<file path="config.mk">
export PLATFORM = sky130hd
export DESIGN_NAME = fmsp_serial_port
export DESIGN_NICKNAME = d
export VERILOG_FILES = /design/src/fmsp_pkg.sv /design/src/fmsp_rate_gen.sv /design/src/fmsp_serial_port.sv
export VERILOG_INCLUDE_DIRS = /design/src
export SDC_FILE = /design/constraint.sdc
export NUM_CORES = 1
export LEC_CHECK = 0
export ABC_AREA = 1
export BUFFER_PORTS_ARGS = -buffer_cell sky130_fd_sc_hd__buf_2
export CAP_MARGIN = 20
export CELL_PAD_IN_SITES_DETAIL_PLACEMENT = 1
export CELL_PAD_IN_SITES_GLOBAL_PLACEMENT = 1
export CORE_MARGIN = 10
export CORE_UTILIZATION = 40
export CTS_CLUSTER_DIAMETER = 30
export DETAILED_ROUTE_END_ITERATION = 7
export HOLD_SLACK_MARGIN = 0.1
export PLACE_DENSITY_LB_ADDON = 0.08
export SLEW_MARGIN = 25
export SYNTH_ARGS = -nofsm -noshare
export SYNTH_HDL_FRONTEND = slang
export SYNTH_SLANG_ARGS = --single-unit
</file>
<file path="constraint.sdc">
create_clock -name i_sys_clk -period 1.9 [get_ports i_sys_clk]
set_input_delay 0.38 -clock i_sys_clk [delete_from_list [all_inputs] [get_ports i_sys_clk]]
set_output_delay 0.38 -clock i_sys_clk [all_outputs]
set_load 0.05 [all_outputs]
</file>
<file path="src/fmsp_defines.svh">
// Timing counts, encodings and reset levels of the four mode serial port.
`ifndef FMSP_DEFINES_SVH
`define FMSP_DEFINES_SVH

// ----------------------------------------------------------------------
// Mode select encodings {mode_select_high, mode_select_low}
// ----------------------------------------------------------------------
`define FMSP_MODE_SYNC      2'h0
`define FMSP_MODE_ASYNC10   2'h1
`define FMSP_MODE_ASYNC11F  2'h2
`define FMSP_MODE_ASYNC11T  2'h3

// ----------------------------------------------------------------------
// Synchronous shift phases, in system clocks, counted from data change
// ----------------------------------------------------------------------
`define FMSP_M0_FAST_LAST   4'h3
`define FMSP_M0_FAST_FALL   4'h1
`define FMSP_M0_FAST_RISE   4'h3
`define FMSP_M0_SLOW_LAST   4'hB
`define FMSP_M0_SLOW_FALL   4'h3
`define FMSP_M0_SLOW_RISE   4'h9
`define FMSP_SYNC_BITS      4'h8

// ----------------------------------------------------------------------
// Asynchronous framing: sixteen sample ticks per bit
// ----------------------------------------------------------------------
`define FMSP_TICK_LAST      4'hF
`define FMSP_TICK_MID       4'h7
`define FMSP_ASYNC10_BITS   4'h9
`define FMSP_ASYNC11_BITS   4'hA
`define FMSP_M2_DIV_NORM    3'h4
`define FMSP_M2_DIV_DBL     3'h2

// ----------------------------------------------------------------------
// Reset levels
// ----------------------------------------------------------------------
`define FMSP_LINE_IDLE      1'b1
`define FMSP_RBUF_RST       8'h00

`endif

</file>
<file path="src/fmsp_pkg.sv">
// Types shared by the four mode serial port modules.
package fmsp_pkg;

    typedef enum logic [1:0] {
        FMSP_TX_IDLE,
        FMSP_TX_SYNC,
        FMSP_TX_ASYNC
    } fmsp_tx_state_t;

    typedef enum logic [1:0] {
        FMSP_RX_IDLE,
        FMSP_RX_SYNC,
        FMSP_RX_START,
        FMSP_RX_DATA
    } fmsp_rx_state_t;

    typedef struct packed {
        fmsp_tx_state_t tx_st;
        logic [9:0]     tx_shift;
        logic [3:0]     tx_bits;
        logic [3:0]     tx_tick;
        fmsp_rx_state_t rx_st;
        logic [8:0]     rx_shift;
        logic [3:0]     rx_bits;
        logic [3:0]     rx_tick;
        logic [3:0]     m0_ph;
        logic           sync0;
        logic           sync1;
        logic           data_prev;
        logic [7:0]     rbuf;
        logic           rb8;
        logic           ri;
        logic           ti;
        logic           data_out;
        logic           data_oe_n;
        logic           clk_out;
    } fmsp_state_t;

    typedef struct packed {
        logic [2:0] div_cnt;
        logic       ovf_half;
        logic       tick;
    } fmsp_rate_state_t;

endpackage

</file>
<file path="src/fmsp_rate_gen.sv">
// Sample tick generator: sixteen ticks per asynchronous bit.
`timescale 1ns/100ps
`include "fmsp_defines.svh"

module fmsp_rate_gen #(
    parameter int DIV_W = 3
) (
    input  wire logic       i_sys_clk,
    input  wire logic       i_rst,
    input  wire logic [1:0] i_mode,
    input  wire logic       i_double_rate,
    input  wire logic       i_timer_overflow,
    output logic            o_sample_tick
);
    import fmsp_pkg::*;

    fmsp_rate_state_t s;
    fmsp_rate_state_t next_s;

    if (DIV_W != 3) begin : g_check
        $error("fmsp_rate_gen: DIV_W must be 3 to hold the divider");
    end

    // ------------------------------------------------------------------
    // Divider
    // ------------------------------------------------------------------
    // The fixed-rate mode divides the system clock by 4 or 2 per tick,
    // giving 64 or 32 clocks per bit. The timer modes halve the timer
    // overflow rate unless the double rate bit is set.
    always_comb begin
        logic [2:0] div;
        div = i_double_rate ? `FMSP_M2_DIV_DBL : `FMSP_M2_DIV_NORM;
        next_s = s;
        next_s.tick = 1'b0;
        if (i_mode == `FMSP_MODE_ASYNC11F) begin
            if (s.div_cnt >= div - 3'h1) begin
                next_s.div_cnt = 3'h0;
                next_s.tick = 1'b1;
            end else begin
                next_s.div_cnt = s.div_cnt + 3'h1;
            end
        end else if (i_timer_overflow) begin
            next_s.div_cnt = 3'h0;
            next_s.ovf_half = ~s.ovf_half;
            next_s.tick = i_double_rate | s.ovf_half;
        end
    end

    always_ff @(posedge i_sys_clk or posedge i_rst) begin
        if (i_rst) begin
            s <= '0;
        end else begin
            s <= next_s;
        end
    end

    assign o_sample_tick = s.tick;
endmodule

</file>
<file path="src/fmsp_serial_port.sv">
// Four mode serial port: synchronous shift and asynchronous UART.
`timescale 1ns/100ps
`include "fmsp_defines.svh"

module fmsp_serial_port (
    input  wire logic       i_sys_clk,
    input  wire logic       i_rst,
    input  wire logic       i_mode_select_high,
    input  wire logic       i_mode_select_low,
    input  wire logic       i_shift_rate_or_multiproc_bit,
    input  wire logic       i_receive_enable,
    input  wire logic       i_double_rate,
    input  wire logic       i_timer_overflow,
    input  wire logic       i_transmit_ninth_bit,
    input  wire logic       i_serial_data_buffer_write,
    input  wire logic [7:0] i_serial_data_buffer_wdata,
    input  wire logic       i_clear_receive_done,
    input  wire logic       i_clear_transmit_done,
    input  wire logic       i_data_pin,
    output logic            o_data_pin,
    output logic            o_data_pin_oe_n,
    output logic            o_clock_pin,
    output logic [7:0]      o_serial_data_buffer,
    output logic            o_ninth_receive_bit,
    output logic            o_receive_done_flag,
    output logic            o_transmit_done_flag,
    output logic            o_transmit_busy,
    output logic            o_receive_busy
);
    import fmsp_pkg::*;

    localparam fmsp_state_t STATE_RST = '{
        tx_st:     FMSP_TX_IDLE,
        tx_shift:  10'h3FF,
        tx_bits:   4'h0,
        tx_tick:   4'h0,
        rx_st:     FMSP_RX_IDLE,
        rx_shift:  9'h000,
        rx_bits:   4'h0,
        rx_tick:   4'h0,
        m0_ph:     4'h0,
        sync0:     `FMSP_LINE_IDLE,
        sync1:     `FMSP_LINE_IDLE,
        data_prev: `FMSP_LINE_IDLE,
        rbuf:      `FMSP_RBUF_RST,
        rb8:       1'b0,
        ri:        1'b0,
        ti:        1'b0,
        data_out:  `FMSP_LINE_IDLE,
        data_oe_n: 1'b1,
        clk_out:   `FMSP_LINE_IDLE
    };

    fmsp_state_t s;
    fmsp_state_t next_s;
    logic [1:0]  mode;
    logic        sample_tick;
    logic        busy_q;
    logic        rbusy_q;

    // ------------------------------------------------------------------
    // Helpers
    // ------------------------------------------------------------------
    // Phase limits of one synchronous bit: 0 last, 1 fall, 2 rise.
    function automatic logic [3:0] m0_limit(input logic fast,
                                            input logic [1:0] sel);
        logic [3:0] v;
        case (sel)
            2'h0:    v = fast ? `FMSP_M0_FAST_LAST : `FMSP_M0_SLOW_LAST;
            2'h1:    v = fast ? `FMSP_M0_FAST_FALL : `FMSP_M0_SLOW_FALL;
            default: v = fast ? `FMSP_M0_FAST_RISE : `FMSP_M0_SLOW_RISE;
        endcase
        return v;
    endfunction

    // Bits following the start bit, stop bit included.
    function automatic logic [3:0] frame_bits(input logic [1:0] m);
        return (m == `FMSP_MODE_ASYNC10) ? `FMSP_ASYNC10_BITS
                                         : `FMSP_ASYNC11_BITS;
    endfunction

    assign mode = {i_mode_select_high, i_mode_select_low};

    fmsp_rate_gen #(
        .DIV_W            (3)
    ) u_rate (
        .i_sys_clk        (i_sys_clk),
        .i_rst            (i_rst),
        .i_mode           (mode),
        .i_double_rate    (i_double_rate),
        .i_timer_overflow (i_timer_overflow),
        .o_sample_tick    (sample_tick)
    );

    // ------------------------------------------------------------------
    // Next state
    // ------------------------------------------------------------------
    always_comb begin
        logic       sync_mode;
        logic       fast;
        logic       set_ti;
        logic       set_ri;
        logic       m0_active;
        logic [3:0] nph;
        logic [3:0] nbits;
        logic       accept;
        sync_mode = (mode == `FMSP_MODE_SYNC);
        fast = i_shift_rate_or_multiproc_bit;
        set_ti = 1'b0;
        set_ri = 1'b0;
        accept = 1'b0;
        nbits = frame_bits(mode);
        m0_active = (s.tx_st == FMSP_TX_SYNC) || (s.rx_st == FMSP_RX_SYNC);
        nph = (s.m0_ph == m0_limit(fast, 2'h0)) ? 4'h0 : s.m0_ph + 4'h1;
        next_s = s;

        // The first stage only feeds the second; edges use later stages.
        next_s.sync0 = i_data_pin;
        next_s.sync1 = s.sync0;
        next_s.data_prev = s.sync1;

        // --------------------------------------------------------------
        // Synchronous shift engine, shared by both directions
        // --------------------------------------------------------------
        if (m0_active) begin
            next_s.m0_ph = nph;
            if (nph == m0_limit(fast, 2'h1)) begin
                next_s.clk_out = 1'b0;
            end
            if (nph == m0_limit(fast, 2'h2)) begin
                next_s.clk_out = 1'b1;
                next_s.tx_bits = s.tx_bits + 4'h1;
                if (s.rx_st == FMSP_RX_SYNC) begin
                    next_s.rx_shift = {1'b0, s.sync1, s.rx_shift[7:1]};
                end
            end
            if (nph == 4'h0) begin
                if (s.tx_bits == `FMSP_SYNC_BITS) begin
                    next_s.data_oe_n = 1'b1;
                    next_s.data_out = `FMSP_LINE_IDLE;
                    if (s.tx_st == FMSP_TX_SYNC) begin
                        next_s.tx_st = FMSP_TX_IDLE;
                        set_ti = 1'b1;
                    end else begin
                        next_s.rx_st = FMSP_RX_IDLE;
                        next_s.rbuf = s.rx_shift[7:0];
                        set_ri = 1'b1;
                    end
                end else if (s.tx_st == FMSP_TX_SYNC) begin
                    next_s.tx_shift = {1'b1, s.tx_shift[9:1]};
                    next_s.data_out = s.tx_shift[1];
                end
            end
        end

        // --------------------------------------------------------------
        // Transmit start and asynchronous transmitter
        // --------------------------------------------------------------
        if (s.tx_st == FMSP_TX_ASYNC && sample_tick) begin
            next_s.tx_tick = s.tx_tick + 4'h1;
            if (s.tx_tick == `FMSP_TICK_LAST) begin
                if (s.tx_bits == nbits) begin
                    next_s.tx_st = FMSP_TX_IDLE;
                    next_s.clk_out = `FMSP_LINE_IDLE;
                    set_ti = 1'b1;
                end else begin
                    next_s.clk_out = s.tx_shift[0];
                    next_s.tx_shift = {1'b1, s.tx_shift[9:1]};
                    next_s.tx_bits = s.tx_bits + 4'h1;
                end
            end
        end
        // A write while a transmit frame or a shift receive is in flight is dropped; the transmit
        // flag tells software when the buffer may be written again.
        if (i_serial_data_buffer_write && s.tx_st == FMSP_TX_IDLE &&
            s.rx_st != FMSP_RX_SYNC) begin
            next_s.tx_bits = 4'h0;
            next_s.tx_tick = 4'h0;
            if (sync_mode) begin
                next_s.tx_st = FMSP_TX_SYNC;
                next_s.tx_shift = {2'h3, i_serial_data_buffer_wdata};
                next_s.data_out = i_serial_data_buffer_wdata[0];
                next_s.data_oe_n = 1'b0;
                next_s.m0_ph = 4'h0;
            end else begin
                next_s.tx_st = FMSP_TX_ASYNC;
                next_s.clk_out = 1'b0;
                next_s.tx_shift = (mode == `FMSP_MODE_ASYNC10) ?
                    {2'h3, i_serial_data_buffer_wdata} :
                    {1'b1, i_transmit_ninth_bit,
                     i_serial_data_buffer_wdata};
            end
        end

        // --------------------------------------------------------------
        // Receivers
        // --------------------------------------------------------------
        case (s.rx_st)
            FMSP_RX_IDLE: begin
                if (sync_mode) begin
                    if (!s.ri && i_receive_enable && !m0_active &&
                        !i_serial_data_buffer_write) begin
                        next_s.rx_st = FMSP_RX_SYNC;
                        next_s.tx_bits = 4'h0;
                        next_s.m0_ph = 4'h0;
                        next_s.data_oe_n = 1'b1;
                    end
                end else if (i_receive_enable && s.data_prev &&
                             !s.sync1) begin
                    next_s.rx_st = FMSP_RX_START;
                    next_s.rx_tick = 4'h0;
                end
            end
            FMSP_RX_START: begin
                if (sample_tick) begin
                    next_s.rx_tick = s.rx_tick + 4'h1;
                    if (s.rx_tick == `FMSP_TICK_MID) begin
                        // A glitch shorter than half a bit is no start.
                        next_s.rx_st = s.sync1 ? FMSP_RX_IDLE : FMSP_RX_DATA;
                        next_s.rx_tick = 4'h0;
                        next_s.rx_bits = 4'h0;
                    end
                end
            end
            FMSP_RX_DATA: begin
                if (sample_tick) begin
                    next_s.rx_tick = s.rx_tick + 4'h1;
                    if (s.rx_tick == `FMSP_TICK_LAST) begin
                        next_s.rx_bits = s.rx_bits + 4'h1;
                        if (s.rx_bits == nbits - 4'h1) begin
                            next_s.rx_st = FMSP_RX_IDLE;
                            if (mode == `FMSP_MODE_ASYNC10) begin
                                accept = !s.ri &&
                                    (!i_shift_rate_or_multiproc_bit ||
                                     s.sync1);
                                if (accept) begin
                                    next_s.rbuf = s.rx_shift[8:1];
                                    next_s.rb8 = s.sync1;
                                end
                            end else begin
                                accept = !s.ri &&
                                    (!i_shift_rate_or_multiproc_bit ||
                                     s.rx_shift[8]);
                                if (accept) begin
                                    next_s.rbuf = s.rx_shift[7:0];
                                    next_s.rb8 = s.rx_shift[8];
                                end
                            end
                            set_ri = accept;
                        end else begin
                            next_s.rx_shift = {s.sync1, s.rx_shift[8:1]};
                        end
                    end
                end
            end
            default: begin
            end
        endcase

        // Hardware setting a flag wins over a clear in the same cycle.
        next_s.ti = set_ti | (s.ti & ~i_clear_transmit_done);
        next_s.ri = set_ri | (s.ri & ~i_clear_receive_done);
    end

    always_ff @(posedge i_sys_clk or posedge i_rst) begin
        if (i_rst) begin
            s <= STATE_RST;
            busy_q <= 1'b0;
            rbusy_q <= 1'b0;
        end else begin
            s <= next_s;
            busy_q <= (next_s.tx_st != FMSP_TX_IDLE);
            rbusy_q <= (next_s.rx_st != FMSP_RX_IDLE);
        end
    end

    // ------------------------------------------------------------------
    // Outputs, all straight from state flip-flops
    // ------------------------------------------------------------------
    assign o_data_pin           = s.data_out;
    assign o_data_pin_oe_n      = s.data_oe_n;
    assign o_clock_pin          = s.clk_out;
    assign o_serial_data_buffer = s.rbuf;
    assign o_ninth_receive_bit  = s.rb8;
    assign o_receive_done_flag  = s.ri;
    assign o_transmit_done_flag = s.ti;
    assign o_transmit_busy      = busy_q;
    assign o_receive_busy       = rbusy_q;
endmodule

</file>
* After elaboration in Yosys (flattened, before gate mapping) *
Cells that the tools add are included.

operators by class
  equality and inequality tests = 24
  add/sub/neg operators = 8
  bitwise gates (word level) = 9
  multiplexer cells = 103
  $lt $le $gt $ge = 1
  reduce and logical (&&, ||, !) cells = 33

operators with widths
  operator                                               number
  2-to-1 mux 9 bit                                       12
  2-to-1 mux 4 bit                                       17
  2-to-1 mux 8 bit                                       6
  2-to-1 mux 20 bit                                      2
  2-to-1 mux 2 bit                                       17
  2-to-1 mux 16 bit                                      2
  2-to-1 mux 1 bit                                       30
  2-to-1 mux 12 bit                                      2
  adder 4 x 1 -> 4 bit, second input constant            5
  == test 4 bit                                          5
  2-to-1 mux 10 bit                                      2
  2-to-1 mux 19 bit                                      1
  2-to-1 mux 15 bit                                      1
  2-to-1 mux 3 bit                                       5
  2-to-1 mux 14 bit                                      1
  == test 4 bit, second input constant                   3
  case mux 4 bit (3 select lines)                        1
  nonzero test 2 bit                                     6
  2-to-1 mux 11 bit                                      1
  logical AND 1 bit                                      10
  AND reduction 5 bit                                    2
  == test 2 bit, second input constant                   4
  inequality test 2 x 1 -> 1 bit, second input constant  4
  inequality test 2 bit, second input constant           4
  other kinds (19)                                       35

storage, ports and cells
  word-level logic and storage cells = 202
  register bits after elaboration = 67
  output and inout bits = 16
  bits of input ports = 21

* Longest topological paths before layout *
Gate-level depths: netlist (run 1).

  depth in word-level cells = 14
  gate-level depth with buffers = 13
  depth with buffers taken out = 12

* By module *
A second synthesis (run 1) with hierarchy kept.

unflattened totals
  cells, all modules = 483
  area total of the unflattened synthesis = 3,783.6 µm²

by module, submodules not included
  module            sequential area each (µm²)  cells an instance  area an instance (µm²)  times used
  fmsp_serial_port  1,571.5                     449                3,513.4                 1
  fmsp_rate_gen     125.1                       34                 270.3                   1

* Worst setup path after synthesis (run 1) *
Ideal clock, no wire load.

  path type = register to register
  from = register s[17] in the netlist's numbering
  to = register s[35] in the netlist's numbering
  buffers on the path = 1
  setup time = 0.120 ns
  arrival time = 1.723 ns
  stages on the path, launching flop included = 11
  required time = 1.780 ns
  setup slack = 0.057 ns
  clock period less this slack = 1.843 ns
  path through = dfrtp_1 -> ha_1 -> xnor2_1 -> or2b_1 -> nor2_2 -> nand2_1 -> nor2_2 -> a21oi_4 -> buf_6 -> nand2_2 -> o21ai_2

RTL lines
  item                    RTL line                 source
  from (decl)             fmsp_serial_port.sv:54   fmsp_state_t s;
  from (signal assigned)  fmsp_serial_port.sv:271  s <= next_s;

==> results of run 1 <==
## cell families (layout without fill, tap and decap cells)
logic type               count (synthesis)  after routing  synth area share [%]
adder cells (fa/ha/maj)                  9              9                  2.94
AO/OA/AOI/OAI                           63             63                  10.6
buffers and inverters                   93            163                  10.5
XOR/XNOR                                 5              5                  1.14
AND/OR/NAND/NOR                        234            234                  30.1
multiplexers                             1              1                 0.392
flip-flops                              67             67                  44.3
## cell type report
class / instances / area share, %
multi-input cells: 312 / 40.2
flip-flops and latches: 67 / 36.4
repair buffers: 66 / 9.17
inverters: 81 / 6.60
clock buffers: 15 / 4.00
well taps: 129 / 3.46
clock inverters: 1 / 0.107
## synth_stat cells (all sizes together)
| cell | instances | share of area, % |
|---|---|---|
| nand2 | 133 | 14 |
| inv | 81 | 7.9 |
| nand3 | 55 | 9.0 |
| dfrtp | 51 | 33 |
| o21ai | 29 | 4.5 |
| nor2 | 28 | 3.8 |
| dfstp | 16 | 11 |
| buf | 12 | 2.6 |
| a21oi | 11 | 1.7 |
| o22ai | 11 | 1.8 |
| ha | 9 | 2.9 |
| nor3 | 8 | 1.5 |
| nand4 | 6 | 1.1 |
| o211ai | 6 | 1.4 |
| xor2 | 3 | 0.69 |
| nor3b | 2 | 0.39 |
| xnor2 | 2 | 0.46 |
| a22oi | 1 | 0.20 |
| a31oi | 1 | 0.16 |
| mux2 | 1 | 0.39 |
| nand3b | 1 | 0.20 |
| o2111ai | 1 | 0.23 |
| o21a | 1 | 0.20 |
| o21bai | 1 | 0.20 |
| o31ai | 1 | 0.20 |
| or2b | 1 | 0.20 |
## what timing repair did
item	4_1_cts	5_1_grt
hold buffers	1	0
resized for setup	5	34
setup endpoints to repair	23	28
endpoints found under the hold margin	8	0
buffers inserted	3	3
pin swaps	4	25
## layer usage
layer	part of all wire (%)	vias up	global-route usage, %
met2	50	36	25.0
met3	2.2	10	2.69
met5	0	-	0
met4	1.3	0	5.10
met1	46	1589	18.0
li1	-	1632	-
## sequential cells by signal (all words and copies together), names as in the netlist
register              count
next_s                    2
o_clock_pin               1
o_data_pin                1
o_data_pin_oe_n           1
o_ninth_receive_bit       1
o_receive_busy            1
o_receive_done_flag       1
o_serial_data_buffer      8
o_transmit_busy           1
o_transmit_done_flag      1
s                        44
u_rate.o_sample_tick      1
u_rate.s                  4
## per-stage QoR
step                      instance area, um2  hold WS (ns)  setup WS [ns]  std cells
after floorplan                         3830         0.345         0.0572        472
after global routing                    4660         0.117         -0.125        671
after detailed placement                4260         0.352        -0.0918        648
after global placement                  4260         0.345        0.00550        648
final                                   4660         0.134        -0.0286        671
after CTS                               4510         0.120        -0.0771        668
## where the power goes
group	switching (uW)	total, uW	internal [uW]	leakage [uW]
sequential	274	2140	1870	0.000795
combinational	1360	2200	843	0.00142
clock	542	1160	617	0.0000997
total	2170	5500	3330	0.00232
## worst min-delay path by stage
stage / startpoint / endpoint / slack (ns) / depth (start not counted)
floorplan: next_s[15] / next_s[14] / 0.35 / 0
global placement: i_rst / s[27] / 0.34 / 2
detailed placement: i_rst / s[27] / 0.35 / 2
CTS: i_data_pin / next_s[15] / 0.12 / 1
global route: i_data_pin / next_s[15] / 0.12 / 1
finish: i_data_pin / next_s[15] / 0.13 / 1
## worst register-to-register path, stage by stage, from the launching register on
cell	delay [ns]
dfrtp_2	0.45
ha_4	0.31
xnor2_4	0.11
or2b_1	0.25
nor2_2	0.15
nand2_2	0.09
nor2_4	0.14
a21oi_4	0.05
buf_6	0.15
nand2_2	0.06
o21ai_2	0.05
## cell usage in the layout (no fill, tap or decap), types with 3 or more instances in the layout
cell type | Yosys | final
nand3_1 | 46 | 41
ha_1 | 9 | 7
nand2_1 | 123 | 111
inv_2 | 9 | 10
buf_2 | 1 | 36
o22ai_1 | 11 | 11
inv_1 | 72 | 70
nand2_2 | 8 | 18
nand3_4 | 3 | 4
nand2_4 | 2 | 4
nor2_2 | 4 | 4
nor3_1 | 6 | 6
dfstp_2 | 16 | 16
dfrtp_1 | 51 | 49
buf_4 | 8 | 26
o211ai_1 | 4 | 4
o21ai_0 | 21 | 19
a21oi_1 | 10 | 8
nand4_1 | 5 | 5
o21ai_1 | 1 | 3
nor2_1 | 20 | 18
o21ai_2 | 7 | 7
nand3_2 | 6 | 10
nor2_4 | 4 | 6
clkbuf_8 | 0 | 13
==> summary.md, run 1 <==
| Metric | Value |
|---|---|
| First-pass GRT wire length | 17000 um |
| Fin nets | 567 |
| Final Cycle Share | 102% |
| Pre-antenna DRT Iters | 4 |
| Detail Route Antenna Nets | 0 |
| Buf/Inv on CP | 1 |
| Clk_skew | 0.00627 ns |
| Largest net degree at the start of global routing | 32 |
| ANT cells | 0 |
| Syn Std Cell Area | 0.00383 mm2 |
| Final Worst Setup Slack | -0.0286 ns |
| Die width | 118 um |
| Hold Crit Class | in -> reg |
| DRC | 0 |
| Crit Path Max Fanout | 8 |
| Global route total overflow | 0 |
| Multi-input gate area | 0.00188 mm2 |
| Clock Latency Late Sink | 0.35 ns |
| Peak supply drop | 0.509 mV |
| Die area | 0.0139 mm2 |
| RSZ-0062 raised after global routing | yes |
| Seq/Total Area, Yosys | 44.3% |
| Pwr/cell area | 1180 mW/mm2 |
| Crit path cell chain | ha_4 -> xnor2_4 -> or2b_1 -> nor2_2 -> nand2_2 -> nor2_4 -> a21oi_4 -> buf_6 -> nand2_2 -> o21ai_2 |
| Status | complete, but fails checks |
| Synth Warn # | 0 |
| Critical path origin | s[17] |
| Failing checks | negative setup slack |
| Slowest-stage cell, CP | dfrtp_2 |
| R2R Path Start | s[17] |
| Clock transition at path regs | 0.07 ns |
| Routability cong. | 0.805 |
| Port bufs | 36 |
| Syn avg cell area | 8.11 um2 |
| Worst flop-to-flop path endpoint | s[30] |
| Htree depth | 3 |
| Worst Path Arrival | 2.16 ns |
| Final hold violation count | 0 |
| Drt wl/cell | 14.9 um |
| Max cap viols | 0 |
| Post-DP HPWL | 7570 um |
| Vias in the first global route | 3539 |
| Pwr Total | 5500 uW |
| CTS tree | yes |
| Die Y | 118 um |
| Clock tree sinks | 67 |
| Area of the core | 0.00928 mm2 |
| Root Buffer Master | clkbuf_8 |
| Startpoint types | register |
| Bufs on Longest Clock Path | 2 |
| Util after Layout | 50.2% |
| Levels on crit path | 10 |
| Static Leak | 0.00232 uW |
| Min cycle time layout | 1.93 ns |
| Clock buffer count from CTS | 9 |
| Crit path max-delay family | simple AND/OR/NAND/NOR gates |
| Filler cell count | 1166 |
| Starting density of the core | 41.3% |
| CP endpoint | s[30] |
| GRT Util Overall | 14.6% |
| CP dominant cell by count | nand2_2 |
| Worst EP required | 2.14 ns |
| Initial antenna violation count | 0 |
| Yosys cell types | 42 |
| Via-to-Cell Ratio | 4.87 |
| R2r setup slk | -0.03 ns |
| Row count | 35 |
| Via count | 3267 |
| Fmax | 518 MHz |
| #FFs+latches synth | 67 |
| R2R cell count | 10 |
| Cells after Synth | 472 |
| Worst slew pin tran | 0.473 ns |
| Max incr delay on CP | 0.45 ns |
| Io pins | 37 |
| Layout cell share with drive strength beyond 1 | 32.1% |
| Register area | 0.00170 mm2 |
| Setup tns final | -0.144 ns |
| Slew HR | 68.2% |
| Max Slew Vio Count | 0 |
| Final setup fails | 8 |
| CP endpoint kind | register |
| Kind of critical path | reg -> reg |
| DRT Wirelength | 9970 um |
| Layout area overhead | 21.8% |
| DRT iter0 DRCs | 127 |
| Syn Nets | 502 |
(Power assumes the default switching activity.)
==> run 2, diff against run 1 <==
Settings changed: GPL_TIMING_DRIVEN set to 1, SYNTH_HIERARCHICAL set to 1.
==> summary.md, run 2 <==
| Metric | Value |
|---|---|
| Pwr Total | 6170 uW (+12%) |
| RSZ-0062 raised after global routing | yes |
| Most area-hungry cell type in the Yosys netlist | dfrtp_1 |
| Finished Cell Area | 0.00451 mm2 (-3.3%) |
| Predominant post-synthesis flop cell | dfrtp_1 |
| Global route total overflow | 0 (unchanged) |
| Synth Warn # | 6 (+6) |
| Met2 Use GR | 24.3% (-0.68 points) |
| Die Y | 117 um (-0.50%) |
| Slew HR | 69.9% (+1.7 points) |
| Worst slack, placed | -0.0225 ns (+0.0693 ns) |
| Worst EP required | 2.18 ns (+0.04 ns) |
| Seq/Total Area, Yosys | 44.8% (+0.54 points) |
| Final Worst Setup Slack | 0.0687 ns (+0.0973 ns) |
| Routability cong. | 0.795 (-1.2%) |
| Clock Latency Late Sink | 0.35 ns (about the same) |
| Row count | 35 (unchanged) |
| Worst Path Arrival | 2.11 ns (-0.05 ns) |
| Htree depth | 3 (unchanged) |
| Detail Route Antenna Nets | 0 (unchanged) |
| Max incr delay on CP | 0.46 ns (about the same) |
| Vias in the first global route | 3417 (-3.4%) |
| Syn avg cell area | 7.83 um2 (-3.5%) |
| Crit path cell chain | ha_4 -> inv_2 -> nor2_4 -> nand3_4 -> nand2_4 -> nor2_1 -> nand2_1 -> o21ai_0 -> nand3_1 -> nand3b_1 -> inv_1 |
| Clock tree sinks | 67 (unchanged) |
| Filler-free cell count of the finished design | 671 (unchanged) |
| Root Buffer Master | clkbuf_8 |
| Most frequent cells in the layout | nand2_1, inv_1, dfrtp_1 |
| Most frequent cells after synthesis | nand2_1, inv_1, dfrtp_1 |
| First-pass GRT wire length | 16600 um (-2.0%) |
| Most common cell after layout, fill and taps aside | nand2_1 |
| GR Layer Usage met1 | 19.9% (+1.9 points) |
| Die width | 117 um (-0.50%) |
| Post-DP HPWL | 7410 um (-2.1%) |
| Initial antenna violation count | 1 (+1) |
| Filler cell count | 1153 (-1.1%) |
| Via-to-Cell Ratio | 4.92 (+0.95%) |
| DRT Wirelength | 10000 um (+0.44%) |
| Largest net degree at the start of global routing | 63 (+97%) |
| Status | completed |
| Top-count cell post-synth | nand2_1 |
| CP endpoint kind | register |
| Clock buffer count from CTS | 9 (unchanged) |
| Cells after Synth | 483 (+2.3%) |
| Max reg flops | 44 (unchanged) |
| Layout cell share with drive strength beyond 1 | 25.5% (-6.6 points) |
| #FFs+latches synth | 67 (unchanged) |
| Area share of the largest cell type after synthesis | 33.7% (+0.41 points) |
| Static Leak | 0.00233 uW (+0.58%) |
| Fmax | 546 MHz (+5.3%) |
| Peak supply drop | 0.521 mV (+2.4%) |
| Syn Nets | 513 (+2.2%) |
| Layout area overhead | 19.2% |
| Pwr/cell area | 1370 mW/mm2 (+16%) |
| Pre-antenna DRT Iters | 4 (unchanged) |
| Startpoint types | register |
| Port bufs | 36 (unchanged) |
| GR Util met3 | 3.31% (+0.63 points) |
| Global route hottest layer | met2 |
| Max cap viols | 0 (unchanged) |
| Synth top area cells | dfrtp_1, nand2_1, dfstp_2 |
| Buf/Inv on CP | 2 (+1) |
| Hold Crit Class | in -> reg |
| Kind of critical path | reg -> reg |
| Post-Place Cells | 647 (-0.15%) |
| Syn Std Cell Area | 0.00378 mm2 (-1.2%) |
| Drt wl/cell | 14.9 um (+0.44%) |
| ANT cells | 0 (unchanged) |
| Io pins | 37 (unchanged) |
| GRT Util Overall | 15.2% (+0.58 points) |
| Fin nets | 567 (unchanged) |
| Post-synth EDFFs | 0 (unchanged) |
| Slowest-stage cell, CP | dfrtp_2 |
| Bufs on Longest Clock Path | 2 (unchanged) |
| Die area | 0.0137 mm2 (-1.0%) |
| Final hold violation count | 0 (unchanged) |
| Final Cycle Share | 96.4% (-5.1 points) |
| Worst slew pin tran | 0.451 ns (-0.0217 ns) |
| Max Slew Vio Count | 0 (unchanged) |
| Starting density of the core | 40.9% (-0.31 points) |
| CTS tree | yes |
| Min cycle time layout | 1.83 ns (-0.0973 ns) |
| Clock transition at path regs | 0.07 ns (about the same) |
| Placed Area | 0.00413 mm2 (-3.1%) |
| Via count | 3298 (+0.95%) |
| Clk_skew | 0.0182 ns (+0.0119 ns) |
| Final setup fails | 0 (-8) |
| Post-synth ARST share | 100% (unchanged) |
| DRT iter0 DRCs | 115 (-9.4%) |
| Crit path max-delay family | simple AND/OR/NAND/NOR gates |
| DRC | 0 (unchanged) |
| Crit Path Max Fanout | 5 (-3) |
| Area of the core | 0.00924 mm2 (-0.47%) |
| Yosys cell types | 41 (-2.4%) |
| Largest Register | s |
## run 2: changes by cell type in the layout (fill, tap and decap cells not counted), moves of 3 or more
cell | previous run | this run
o21ai_2 | 7 | 1
nor2_1 | 18 | 34
nand2_2 | 18 | 9
o21ai_0 | 19 | 25
buf_4 | 26 | 19
nand3_1 | 41 | 47
nand3_2 | 10 | 1
nor2_4 | 6 | 3
a21oi_1 | 8 | 13
o21ai_1 | 3 | 11
## run 2: worst reg2reg max path: cells and delay by family, from the launching register on
kind,cells,cell delay (ns)
AOI/OAI and AO/OA,1,0.28
adders and majority gates,1,0.19
buffers and inverters,2,0.12
DFF,1,0.46
and+or+nand+nor,7,0.73
## run 2: cells by family (layout without fill, tap and decap cells)
logic type      Yosys count  in the layout  share of synthesized area (%)
simple gates            235            236                           29.3
fa+ha+maj                 9              9                           2.98
compound gates           72             72                           10.9
xor+xnor                  3              3                          0.695
buf+inv                  97            155                           11.2
flops                    67             67                           44.8
## run 2: final cells by class
type / count / area (um2) / share of cell area, %
Clock buffer: 14 / 163 / 3.61
Clock inverter: 2 / 35.0 / 0.777
Inverter: 81 / 307 / 6.80
Multi-Input combinational cell: 320 / 1780 / 39.5
Sequential cell: 67 / 1700 / 37.7
Tap cell: 129 / 161 / 3.58
Timing Repair Buffer: 58 / 364 / 8.07
## run 2: layer usage
layer	vias up	wire (um)
li1	1655	-
met1	1593	4740
met2	35	4800
met3	13	342
met4	2	114
met5	-	13
## run 2: report_power, final
group | switching, uW | leakage [uW] | total, uW | internal (uW)
Combinational | 1690 | 0.00144 | 2600 | 908
Sequential | 352 | 0.000797 | 2340 | 1990
Clock | 552 | 0.000101 | 1230 | 679
## run 2: worst paths after layout
check | to | slack, ns | from | depth (start not counted)
min | next_s[15] | 0.14 | i_data_pin | 1
max in group asynchronous | o_data_pin_oe_n | 0.92 | i_rst | 4
max | o_clock_pin | 0.07 | s[17] | 11
min in group asynchronous | u_rate/s[1] | 0.50 | i_rst | 3
min reg2reg | next_s[14] | 0.36 | next_s[15] | 0
max reg2reg | o_clock_pin | 0.07 | s[17] | 11
## run 2: through the flow
step | setup TNS [ns] | util (%) | hold WS [ns]
2_1_floorplan | 0 | - | 0.159
3_3_place_gp | 0 | 44.7 | 0.311
3_5_place_dp | -0.0225 | 44.7 | 0.307
4_1_cts | 0 | 47.3 | 0.125
5_1_grt | -0.457 | 48.8 | 0.122
6_report | 0 | 48.8 | 0.138
## run 2: repair_timing
item | in CTS | in global routing
buffers inserted | 2 | 4
endpoints found under the hold margin | 5 | 0
gates cloned | 1 | 0
pin swaps | 2 | 8
hold buffers | 1 | 0
resized for setup | 2 | 28
setup endpoints to repair | 4 | 41
